[config.mk]
export PLATFORM = sky130hd
export DESIGN_NAME = sfpf_front_end
export DESIGN_NICKNAME = d
export VERILOG_FILES = /design/src/rtl/sfpf_pkg.sv /design/src/rtl/sfpf_front_end.sv
export SDC_FILE = /design/constraint.sdc
export NUM_CORES = 1
export LEC_CHECK = 0
export BUFFER_PORTS_ARGS = -buffer_cell sky130_fd_sc_hd__clkbuf_2
export CORE_MARGIN = 5
export CORE_UTILIZATION = 55
export CTS_CLUSTER_DIAMETER = 150
export CTS_CLUSTER_SIZE = 10
export DETAILED_ROUTE_END_ITERATION = 16
export PLACE_DENSITY_LB_ADDON = 0.12
export SKIP_LAST_GASP = 1
export SYNTH_ARGS = -nofsm -noshare
export SYNTH_HDL_FRONTEND = slang
export SYNTH_SLANG_ARGS = --single-unit
export TNS_END_PERCENT = 20
[constraint.sdc]
create_clock -name clk_sys -period 6.8 [get_ports clk_sys]
set_input_delay 1.36 -clock clk_sys [delete_from_list [all_inputs] [get_ports clk_sys]]
set_output_delay 1.36 -clock clk_sys [all_outputs]
set_load 0.01 [all_outputs]
[src/rtl/sfpf_pkg.sv]
// Constants and types for the serial flash pin front end
package sfpf_pkg;

  // ----------------------------------------
  // Clock and timing
  // ----------------------------------------
  localparam int CLK_MHZ             = 250;
  localparam int RESET_PULSE_MIN_NS  = 1000;
  localparam int RESET_PULSE_MIN_CYC = (RESET_PULSE_MIN_NS * CLK_MHZ + 999) / 1000;
  localparam int RESET_RECOVERY_NS   = 28000;
  localparam int RESET_RECOVERY_CYC  = (RESET_RECOVERY_NS * CLK_MHZ) / 1000;

  // ----------------------------------------
  // Transfer sizes and reset values
  // ----------------------------------------
  localparam logic [3:0] BYTE_BITS      = 4'h8;
  localparam logic [8:0] PAGE_MAX_BYTES = 9'h100;
  localparam logic [1:0] DUMMY_SD_DEF   = 2'h1;
  localparam logic [1:0] DUMMY_QUAD_DEF = 2'h3;
  localparam logic [7:0] TX_IDLE_BYTE   = 8'hFF;
  localparam logic [3:0] LANE_SYNC_RST  = 4'hC;
  localparam logic [3:0] OE_SINGLE      = 4'h2;
  localparam logic [3:0] OE_DUAL        = 4'h3;
  localparam logic [3:0] OE_QUAD        = 4'hF;

  // ----------------------------------------
  // Types
  // ----------------------------------------
  typedef enum logic [1:0] {LANE_SINGLE, LANE_DUAL, LANE_QUAD} sfpf_lane_t;
  typedef enum logic [2:0] {ST_IDLE, ST_RX, ST_DUMMY, ST_DRIVE, ST_RST_HOLD, ST_RECOVER} sfpf_state_t;

endpackage

[src/rtl/sfpf_front_end.sv]
// Pin-level front end of a serial NOR flash: lanes, select, pause/reset, write-protect
`timescale 1ns/1ps

module sfpf_front_end
  import sfpf_pkg::*;
#(
  parameter int RECOVERY_CYC = RESET_RECOVERY_CYC
) (
  input  wire logic       clk_sys,
  input  wire logic       rst,
  input  wire logic       serial_clk,
  input  wire logic       chip_sel_n,
  input  wire logic       io_lane_0_in,
  output logic            io_lane_0_out,
  output logic            io_lane_0_oe,
  input  wire logic       io_lane_1_in,
  output logic            io_lane_1_out,
  output logic            io_lane_1_oe,
  input  wire logic       io_lane_2_in,
  output logic            io_lane_2_out,
  output logic            io_lane_2_oe,
  input  wire logic       io_lane_3_in,
  output logic            io_lane_3_out,
  output logic            io_lane_3_oe,
  input  wire sfpf_lane_t lane_mode,
  input  wire logic       pin_function_disable,
  input  wire logic       pause_or_reset_select,
  input  wire logic       status_reg_lock,
  input  wire logic [3:0] block_guard_bits,
  input  wire logic       dummy_cfg_en,
  input  wire logic [1:0] dummy_cfg,
  input  wire logic       page_program_active,
  input  wire logic       turnaround_req,
  output logic [7:0]      rx_data,
  output logic            rx_first,
  output logic            rx_page_over,
  output logic            rx_valid,
  input  wire logic       rx_ready,
  output logic            rx_overrun,
  input  wire logic [7:0] tx_data,
  input  wire logic       tx_valid,
  output logic            tx_ready,
  output logic            frame_active,
  output logic            device_reset,
  output logic            status_write_ok,
  output logic            array_guarded
);

  // ----------------------------------------
  // State
  // ----------------------------------------
  typedef struct packed {
    logic [2:0]  sclk_s;
    logic [2:0]  cs_s;
    logic [3:0]  lane_s1;
    logic [3:0]  lane_s2;
    sfpf_state_t st;
    logic        seen_high;
    logic [7:0]  rx_sh;
    logic [3:0]  rx_bits;
    logic        first;
    logic [7:0]  tx_sh;
    logic [3:0]  tx_bits;
    logic [1:0]  dummy_left;
    logic [7:0]  low_cnt;
    logic [15:0] tmr;
    logic [8:0]  page_cnt;
    logic [9:0]  buf0;
    logic [9:0]  buf1;
    logic        v0;
    logic        v1;
    logic        overrun;
    logic [3:0]  lane_o;
    logic [3:0]  lane_oe;
    logic        tx_rdy;
    logic        frame;
    logic        dev_rst;
    logic        sw_ok;
    logic        guarded;
  } sfpf_regs_t;

  sfpf_regs_t r_q;
  sfpf_regs_t r_d;

  // ----------------------------------------
  // Lane helpers
  // ----------------------------------------
  function automatic logic [3:0] lane_step(input sfpf_lane_t m);
    case (m)
      LANE_DUAL: lane_step = 4'h2;
      LANE_QUAD: lane_step = 4'h4;
      default:   lane_step = 4'h1;
    endcase
  endfunction

  function automatic logic [7:0] shift_in(input logic [7:0] sh, input logic [3:0] ln,
                                          input sfpf_lane_t m);
    case (m)
      LANE_DUAL: shift_in = {sh[5:0], ln[1], ln[0]};
      LANE_QUAD: shift_in = {sh[3:0], ln};
      default:   shift_in = {sh[6:0], ln[0]};
    endcase
  endfunction

  function automatic logic [3:0] drive_bits(input logic [7:0] b, input sfpf_lane_t m);
    case (m)
      LANE_DUAL: drive_bits = {2'h0, b[7], b[6]};
      LANE_QUAD: drive_bits = b[7:4];
      default:   drive_bits = {2'h0, b[7], 1'h0};
    endcase
  endfunction

  function automatic logic [3:0] lane_oe_of(input sfpf_lane_t m);
    case (m)
      LANE_DUAL: lane_oe_of = OE_DUAL;
      LANE_QUAD: lane_oe_of = OE_QUAD;
      default:   lane_oe_of = OE_SINGLE;
    endcase
  endfunction

  // ----------------------------------------
  // Next state
  // ----------------------------------------
  logic       sclk_rise;
  logic       sclk_fall;
  logic       cs_low;
  logic       cs_fall;
  logic       quad;
  logic       shared_pause;
  logic       shared_reset;
  logic       paused;
  logic [3:0] step;
  logic [3:0] nbits;
  logic       byte_done;
  logic [1:0] dummy_cnt;
  logic       pop;
  logic       push;
  logic [9:0] entry;
  logic [7:0] tx_byte;

  always_comb begin
    r_d = r_q;
    // Two flops ahead of any logic for every pin
    r_d.sclk_s  = {r_q.sclk_s[1:0], serial_clk};
    r_d.cs_s    = {r_q.cs_s[1:0], chip_sel_n};
    r_d.lane_s1 = {io_lane_3_in, io_lane_2_in, io_lane_1_in, io_lane_0_in};
    r_d.lane_s2 = r_q.lane_s1;
    r_d.tx_rdy  = 1'b0;

    sclk_rise = r_q.sclk_s[1] & ~r_q.sclk_s[2];
    sclk_fall = ~r_q.sclk_s[1] & r_q.sclk_s[2];
    cs_low    = ~r_q.cs_s[1];
    cs_fall   = ~r_q.cs_s[1] & r_q.cs_s[2];
    quad         = (lane_mode == LANE_QUAD);
    shared_pause = ~quad & ~pin_function_disable & ~pause_or_reset_select;
    shared_reset = ~quad & ~pin_function_disable & pause_or_reset_select;
    paused       = shared_pause & cs_low & ~r_q.lane_s2[3];

    step      = lane_step(lane_mode);
    nbits     = r_q.rx_bits + step;
    byte_done = sclk_rise & ~paused & (nbits == BYTE_BITS);
    dummy_cnt = dummy_cfg_en ? dummy_cfg : (quad ? DUMMY_QUAD_DEF : DUMMY_SD_DEF);
    tx_byte   = tx_valid ? tx_data : TX_IDLE_BYTE;

    r_d.sw_ok   = ~(~quad & ~r_q.lane_s2[2] & status_reg_lock);
    r_d.guarded = ~quad & ~r_q.lane_s2[2] & status_reg_lock & (block_guard_bits != 4'h0);

    // a high select must be seen first
    if (~cs_low) begin
      r_d.seen_high = 1'b1;
    end

    push  = 1'b0;
    entry = {r_q.first, 1'b0, shift_in(r_q.rx_sh, r_q.lane_s2, lane_mode)};

    if (shared_reset & ~r_q.lane_s2[3]) begin
      if (r_q.low_cnt != 8'(RESET_PULSE_MIN_CYC)) begin
        r_d.low_cnt = r_q.low_cnt + 8'h1;
      end
    end else begin
      r_d.low_cnt = 8'h0;
    end

    case (r_q.st)
      ST_IDLE: begin
        if (cs_fall & r_q.seen_high) begin
          r_d.st       = ST_RX;
          r_d.rx_bits  = 4'h0;
          r_d.first    = 1'b1;
          r_d.page_cnt = 9'h0;
          r_d.overrun  = 1'b0;
        end
      end
      ST_RX: begin
        if (sclk_rise & ~paused) begin
          r_d.rx_sh   = shift_in(r_q.rx_sh, r_q.lane_s2, lane_mode);
          r_d.rx_bits = byte_done ? 4'h0 : nbits;
        end
        if (byte_done) begin
          push      = 1'b1;
          r_d.first = 1'b0;
          // bytes past one page are flagged
          if (page_program_active & ~r_q.first) begin
            if (r_q.page_cnt == PAGE_MAX_BYTES) begin
              entry[8] = 1'b1;
            end else begin
              r_d.page_cnt = r_q.page_cnt + 9'h1;
            end
          end
        end
        if (turnaround_req) begin
          r_d.rx_bits    = 4'h0;
          r_d.tx_bits    = 4'h0;
          r_d.dummy_left = dummy_cnt;
          r_d.st         = (dummy_cnt == 2'h0) ? ST_DRIVE : ST_DUMMY;
        end
      end
      ST_DUMMY: begin
        if (sclk_rise & ~paused) begin
          r_d.rx_bits = byte_done ? 4'h0 : nbits;
        end
        if (byte_done) begin
          r_d.dummy_left = r_q.dummy_left - 2'h1;
          if (r_q.dummy_left == 2'h1) begin
            r_d.st = ST_DRIVE;
          end
        end
      end
      ST_DRIVE: begin
        if (sclk_fall & ~paused) begin
          if (r_q.tx_bits == 4'h0) begin
            r_d.lane_o  = drive_bits(tx_byte, lane_mode);
            r_d.tx_sh   = tx_byte << step;
            r_d.tx_bits = BYTE_BITS - step;
            r_d.tx_rdy  = tx_valid;
          end else begin
            r_d.lane_o  = drive_bits(r_q.tx_sh, lane_mode);
            r_d.tx_sh   = r_q.tx_sh << step;
            r_d.tx_bits = r_q.tx_bits - step;
          end
        end
      end
      ST_RST_HOLD: begin
        if (r_q.lane_s2[3] | ~shared_reset) begin
          r_d.st  = ST_RECOVER;
          r_d.tmr = 16'h0;
        end
      end
      ST_RECOVER: begin
        if (r_q.tmr == 16'(RECOVERY_CYC - 1)) begin
          r_d.st = ST_IDLE;
        end else begin
          r_d.tmr = r_q.tmr + 16'h1;
        end
      end
      default: r_d.st = ST_IDLE;
    endcase

    if (~cs_low & (r_q.st == ST_RX || r_q.st == ST_DUMMY || r_q.st == ST_DRIVE)) begin
      r_d.st = ST_IDLE;
    end

    if (r_q.low_cnt == 8'(RESET_PULSE_MIN_CYC) && r_q.st != ST_RECOVER) begin
      r_d.st        = ST_RST_HOLD;
      r_d.seen_high = 1'b0;
      r_d.v0        = 1'b0;
      r_d.v1        = 1'b0;
      r_d.overrun   = 1'b0;
      push          = 1'b0;
    end

    // Two-entry receive buffer; pin clock cannot stall, so slack absorbs one byte
    pop = r_q.v0 & rx_ready;
    if (pop) begin
      r_d.buf0 = r_q.buf1;
      r_d.v0   = r_q.v1;
      r_d.v1   = 1'b0;
    end
    if (push) begin
      if (~r_d.v0) begin
        r_d.buf0 = entry;
        r_d.v0   = 1'b1;
      end else if (~r_d.v1) begin
        r_d.buf1 = entry;
        r_d.v1   = 1'b1;
      end else begin
        r_d.overrun = 1'b1;
      end
    end

    r_d.lane_oe = (r_d.st == ST_DRIVE && cs_low && !paused) ? lane_oe_of(lane_mode) : 4'h0;
    if (r_d.st != ST_DRIVE) begin
      r_d.lane_o = 4'h0;
    end
    r_d.frame   = (r_d.st == ST_RX || r_d.st == ST_DUMMY || r_d.st == ST_DRIVE);
    r_d.dev_rst = (r_d.st == ST_RST_HOLD || r_d.st == ST_RECOVER);
  end

  // ----------------------------------------
  // Registers
  // ----------------------------------------
  always_ff @(posedge clk_sys) begin
    if (rst) begin
      r_q         <= '0;
      r_q.lane_s1 <= LANE_SYNC_RST;
      r_q.lane_s2 <= LANE_SYNC_RST;
      r_q.sw_ok   <= 1'b1;
    end else begin
      r_q <= r_d;
    end
  end

  // ----------------------------------------
  // Outputs
  // ----------------------------------------
  assign io_lane_0_out   = r_q.lane_o[0];
  assign io_lane_1_out   = r_q.lane_o[1];
  assign io_lane_2_out   = r_q.lane_o[2];
  assign io_lane_3_out   = r_q.lane_o[3];
  assign io_lane_0_oe    = r_q.lane_oe[0];
  assign io_lane_1_oe    = r_q.lane_oe[1];
  assign io_lane_2_oe    = r_q.lane_oe[2];
  assign io_lane_3_oe    = r_q.lane_oe[3];
  assign rx_data         = r_q.buf0[7:0];
  assign rx_page_over    = r_q.buf0[8];
  assign rx_first        = r_q.buf0[9];
  assign rx_valid        = r_q.v0;
  assign rx_overrun      = r_q.overrun;
  assign tx_ready        = r_q.tx_rdy;
  assign frame_active    = r_q.frame;
  assign device_reset    = r_q.dev_rst;
  assign status_write_ok = r_q.sw_ok;
  assign array_guarded   = r_q.guarded;

endmodule

## After elaboration in Yosys (flattened, before gate mapping)

Cells that the tools add are included.
Widths: inputs -> output; s select.

- Flip-flop bits (word level): 113

- Bitwise operators: 38
- Reductions and logical operators: 32
- Eq/ne operators: 31
- Add/subtract/negate cells: 7
- Multiplexer cells: 60
- Shift operators: 2

Operator list:

| cell | count |
|---|---|
| $mux 10 | 4 |
| $mux 9 | 4 |
| $mux 16 | 2 |
| $pmux 16 s2 | 1 |
| $pmux 4 s2 | 4 |
| $mux 4 | 7 |
| $mux 3 | 8 |
| $mux 23 | 1 |
| $ne 2x2->1 const B | 10 |
| $and 1x1->1 | 19 |
| $not 1->1 | 18 |
| $pmux 3 s6 | 1 |
| $pmux 9 s2 | 1 |
| $add 16x1->16 const B | 1 |
| $eq 16x13->1 const B | 1 |
| $pmux 8 s2 | 1 |
| $reduce_and 3->1 | 5 |
| $mux 1 | 13 |
| $eq 3x2->1 const B | 4 |
| $eq 3x3->1 const B | 4 |
| $mux 12 | 1 |
| $pmux 4 s3 | 1 |
| $mux 2 | 5 |
| $add 9x1->9 const B | 1 |
| 37 further kinds | 53 |

## Depth between registers and ports, before layout

- Depth in word-level cells: 18
- Depth in mapped cells: 12

## Worst setup path before layout

OpenSTA, ideal clock, no wires.

- Path type: input to register
- From: in lane_mode[0]
- To: reg r_q[16] in the netlist's numbering
- Setup slack: 3189 ps
- Arrival time: 3484 ps
- Stages on the path: 11
- Path buffers: 1
- Cell sequence: inv_1 ha_1 ha_1 ha_1 a21oi_4 xor2_2 nand4_1 a2111oi_2 buf_4 mux2i_1 nor2_1

- Cells in the longest elaborated chain, start to end: 13

Ends and longest elaborated chain:

| what | line | source |
|---|---|---|
| start, declared | sfpf_front_end.sv:25 | `input wire sfpf_lane_t lane_mode,` |
| branches (longest 8 deep; another with $add 4x4->4) | -- |  |
| $and 1x1->1 (*) | sfpf_front_end.sv:161 | `byte_done = sclk_rise & ~paused & (nbits == BYTE_BITS);` |
| $mux 1 (*) | sfpf_front_end.sv:199 | `if (byte_done) begin` |
| $mux 1 (*) | sfpf_front_end.sv:184 | `case (r_q.st)` |
| $mux 1 (*) | sfpf_front_end.sv:263 | `if (r_q.low_cnt == 8'(RESET_PULSE_MIN_CYC) && r_q.st != ST_RECOVER) begin` |
| $reduce_and 3->1 (no source line) (*) | -- |  |
| end signal, assigned | sfpf_front_end.sv:309 | `r_q <= r_d;` |
| end, declared | sfpf_front_end.sv:82 | `sfpf_regs_t r_q;` |

Mark *: on every way between the ends.
A chain may end at the register's enable or synchronous reset.

## Final worst setup path

- From: in lane_mode[0]
- To: reg r_q[36] in the netlist's numbering

- Cells in the longest elaborated chain, start to end: 11

Ends and longest elaborated chain:

| what | line |
|---|---|
| branches (longest 8 deep; another with $add 4x4->4) | -- |
| $and 1x1->1 (*) | sfpf_front_end.sv:161 |
| $ne 2x2->1 (no source line) (*) | -- |
| $reduce_and 5->1 (no source line) (*) | -- |

Marks and branches as above.

==> metrics.txt <==
outcome=complete, no violations; storage element area=2240 µm²; CP Class=in2reg; 1st-iter DRT viols=355; crit path from=lane_mode[0]; CTS max path bufs=2; register area share after synthesis=37.5%; root buffer cell=clkbuf_8; Synth Flop Type=dfxtp_1; met1 Use GR=25.7%; Routed Wire Length=13.1 mm; max FFs per register=79; vias in the first global route=4690; pin count of the biggest net entering global routing=44; Post-Syn Nets=744; via density per instance=5.70; worst reg-to-reg path cell count=7; wire length per cell=15.2 µm; fin nets=766; top cells by area, synth=dfxtp_1 (37%), mux2i_1 (7.9%), nor2_1 (5.0%); leakage power=2.47 nW; top post-synthesis cells by count=dfxtp_1 (112), nor2_1 (80), nand2_1 (51), mux2i_1 (47), a21oi_1 (37); Yosys top cell by area=dfxtp_1; Tightest Pin Transition=1.02 ns; Seq pwr share=58.9%; Yosys top cell area share=37.5%; CP required=7.10 ns; yosys warns=0; worst-path cell chain=clkbuf_2 > inv_1 > ha_1 > buf_4 > ha_1 > ha_1 > a2111o_1 > nor4_2 > o21ai_1 > or4_1 > o31ai_1; initial antenna violation count=0; Critical Path AT=4.38 ns; PwrDens=175 nW/µm²; chip height=114 µm; Die Wd=114 µm; Power Internal=0.831 mW; gr busiest metal=met2; Final Hold Viols=0; R2R Setup Slk=4.15 ns; drt drc=0; post-synth cell types=69; port buffer count=56; Crit path top cell by count=ha_1; clock share of power=33.5%; Clock Sinks=112; synthesized netlist cell count=697; area grow syn2layout=7.22%; Mapped Area=5980 µm²; Pre-antenna DRT Iters=4; Worst setup endpoint=r_q[36]$_SDFFE_PP0P_; async set or reset register ratio after synthesis=0%; delay-heaviest family, CP=adder cells; Antenna Cells=0; setup bufs post-CTS=0; Mapped Avg Cell Area=8.58 µm²; clock skew=0.00963 ns; GR Util met3=5.71%; die area=13100 µm²; Yosys reg bits=112; row cnt=38; register clock-pin slew on the reported worst setup and hold paths=0.10 ns; RSZ-0062 raised after global routing=false; Startpoint Class=input port; ratio of cells with drive above 1 in the final layout=15.7%; met2 usage=35.7%; setup_tns=0 ns; Crit Path Max Fanout=38; Hold Crit Class=reg2reg; FF-to-FF Start=r_q[85]$_SDFFE_PP0P_; final slew viol count=0; vias=4923; EDFF count, synth=0; Placer Congestion=0.866; Stages on worst setup path=11; largest reg by FF count=r_q; Tmin final=4.08 ns; H-tree depth=3; first-pass GRT wire length=22.4 mm; Max Cap Viol=0; Total GRT Usage=20.8%; Power Total=1.12 mW; final critical-path share of the clock period=60.1%; maximum vdd drop=0.118 mV; fmax=0.245 GHz; CTS tree=done; # setup viols final=0; Gate power share=7.6%; Crit. End Element=flop; ANT nets after route=0; Critical-path top delay cell=or4_1; final critical-path setup slack=2.72 ns; Multi-input gate area=3410 µm²; starting density of the core=55.6%; # hold bufs at CTS=0; crit-path max cell delay=0.58 ns; switching part of the total power=26.0%; GR Overflow Total=0; fillers=979; hpwl dp=9.50 mm; CP Buf/Inv Count=3; Post-Place Setup Slack=2.32 ns; Num CTS Buffers=9; reg2reg end=r_q[36]$_SDFFE_PP0P_; core area=10700 µm²; clock latency on the worst-skew pair=0.39 ns; switching power total=0.293 mW; post-cts resize count=0; count leader, synth=dfxtp_1; Max-slew headroom=31.8%; I/O pin cnt=57
-- worst register-to-register path, cell delays in order, from the launching register on --
cell and delay, ns:
dfxtp_1 0.50, xor2_1 0.11, ha_1 0.35, a2111o_1 0.34
nor4_2 0.20, o21ai_1 0.40, or4_1 0.59, o31ai_1 0.08
-- power by group through the flow --
stage	clock (mW)	sequential, mW	combinational [mW]
finish	0.376	0.662	0.0856
global route	0.412	0.663	0.0946
CTS	0.389	0.662	0.0857
detailed placement	0	0.677	0.0851
global placement	0	0.677	0.0836
floorplan	0	0.676	0.0616
-- worst min path at each step --
stage                                to                 from  cells after the start  slack, ns
floorplan           r_q[102]$_SDFF_PP1_  r_d[102]$_SDFF_PP1_                      1       0.39
global placement    r_q[102]$_SDFF_PP1_  r_d[102]$_SDFF_PP1_                      1       0.39
detailed placement  r_q[102]$_SDFF_PP1_  r_d[102]$_SDFF_PP1_                      1       0.39
CTS                 r_q[102]$_SDFF_PP1_  r_d[102]$_SDFF_PP1_                      1       0.42
global route        r_q[102]$_SDFF_PP1_  r_d[102]$_SDFF_PP1_                      1       0.45
finish              r_q[102]$_SDFF_PP1_  r_d[102]$_SDFF_PP1_                      1       0.42
-- layout by cell type (no fill, tap or decap), types with 4 or more instances in the layout --
master / instances
nor3b_1: 4
nor3_1: 23
clkbuf_2: 56
nand2b_1: 10
o211ai_1: 10
a211oi_1: 8
xnor2_1: 10
clkbuf_8: 9
buf_4: 7
nand2_1: 51
nor2b_1: 22
a22oi_1: 9
xor2_1: 14
a31oi_1: 4
and2_1: 7
nand3_1: 28
nand3b_1: 5
nor2_1: 80
inv_1: 17
and3_1: 7
a21o_1: 5
ha_1: 15
or2_2: 4
nand4_1: 13
or3_1: 12
o21ai_0: 25
mux2_2: 14
mux2i_1: 47
dfxtp_1: 112
a21oi_1: 37
-- kinds of logic after synthesis --
kind of cell    after synthesis  synth area share (%)
simple gates                286                  24.5
compound gates              128                  15.0
flops                       112                  37.5
buf+inv                      70                  5.52
mux                          61                  10.5
xor+xnor                     25                  3.79
fa+ha+maj                    15                  3.14
-- stage by stage --
| stage | util, % | hold slack, ns | std cells | instance area, µm² |
|---|---|---|---|---|
| global route | 59.7 | 0.453 | 864 | 6410 |
| finish | 59.7 | 0.419 | 864 | 6410 |
| detailed placement | 58.0 | 0.395 | 848 | 6230 |
| floorplan | - | 0.389 | 697 | 5980 |
| CTS | 59.7 | 0.422 | 864 | 6410 |
| global placement | 58.0 | 0.392 | 848 | 6230 |
-- layout make-up --
class	count	share of cell area (%)
clock inverters	6	0.800
repair buffers	63	5.19
clock buffers	10	1.99
inverters	18	1.05
flip-flops and latches	112	35.0
well taps	140	2.73
multi-input cells	515	53.3
-- metal layers --
layer,vias up,wire [µm]
met5,-,0
met4,0,201
met3,14,609
met2,99,6430
met1,2312,5900
li1,2498,-
Power figures use the tool's default switching activity.
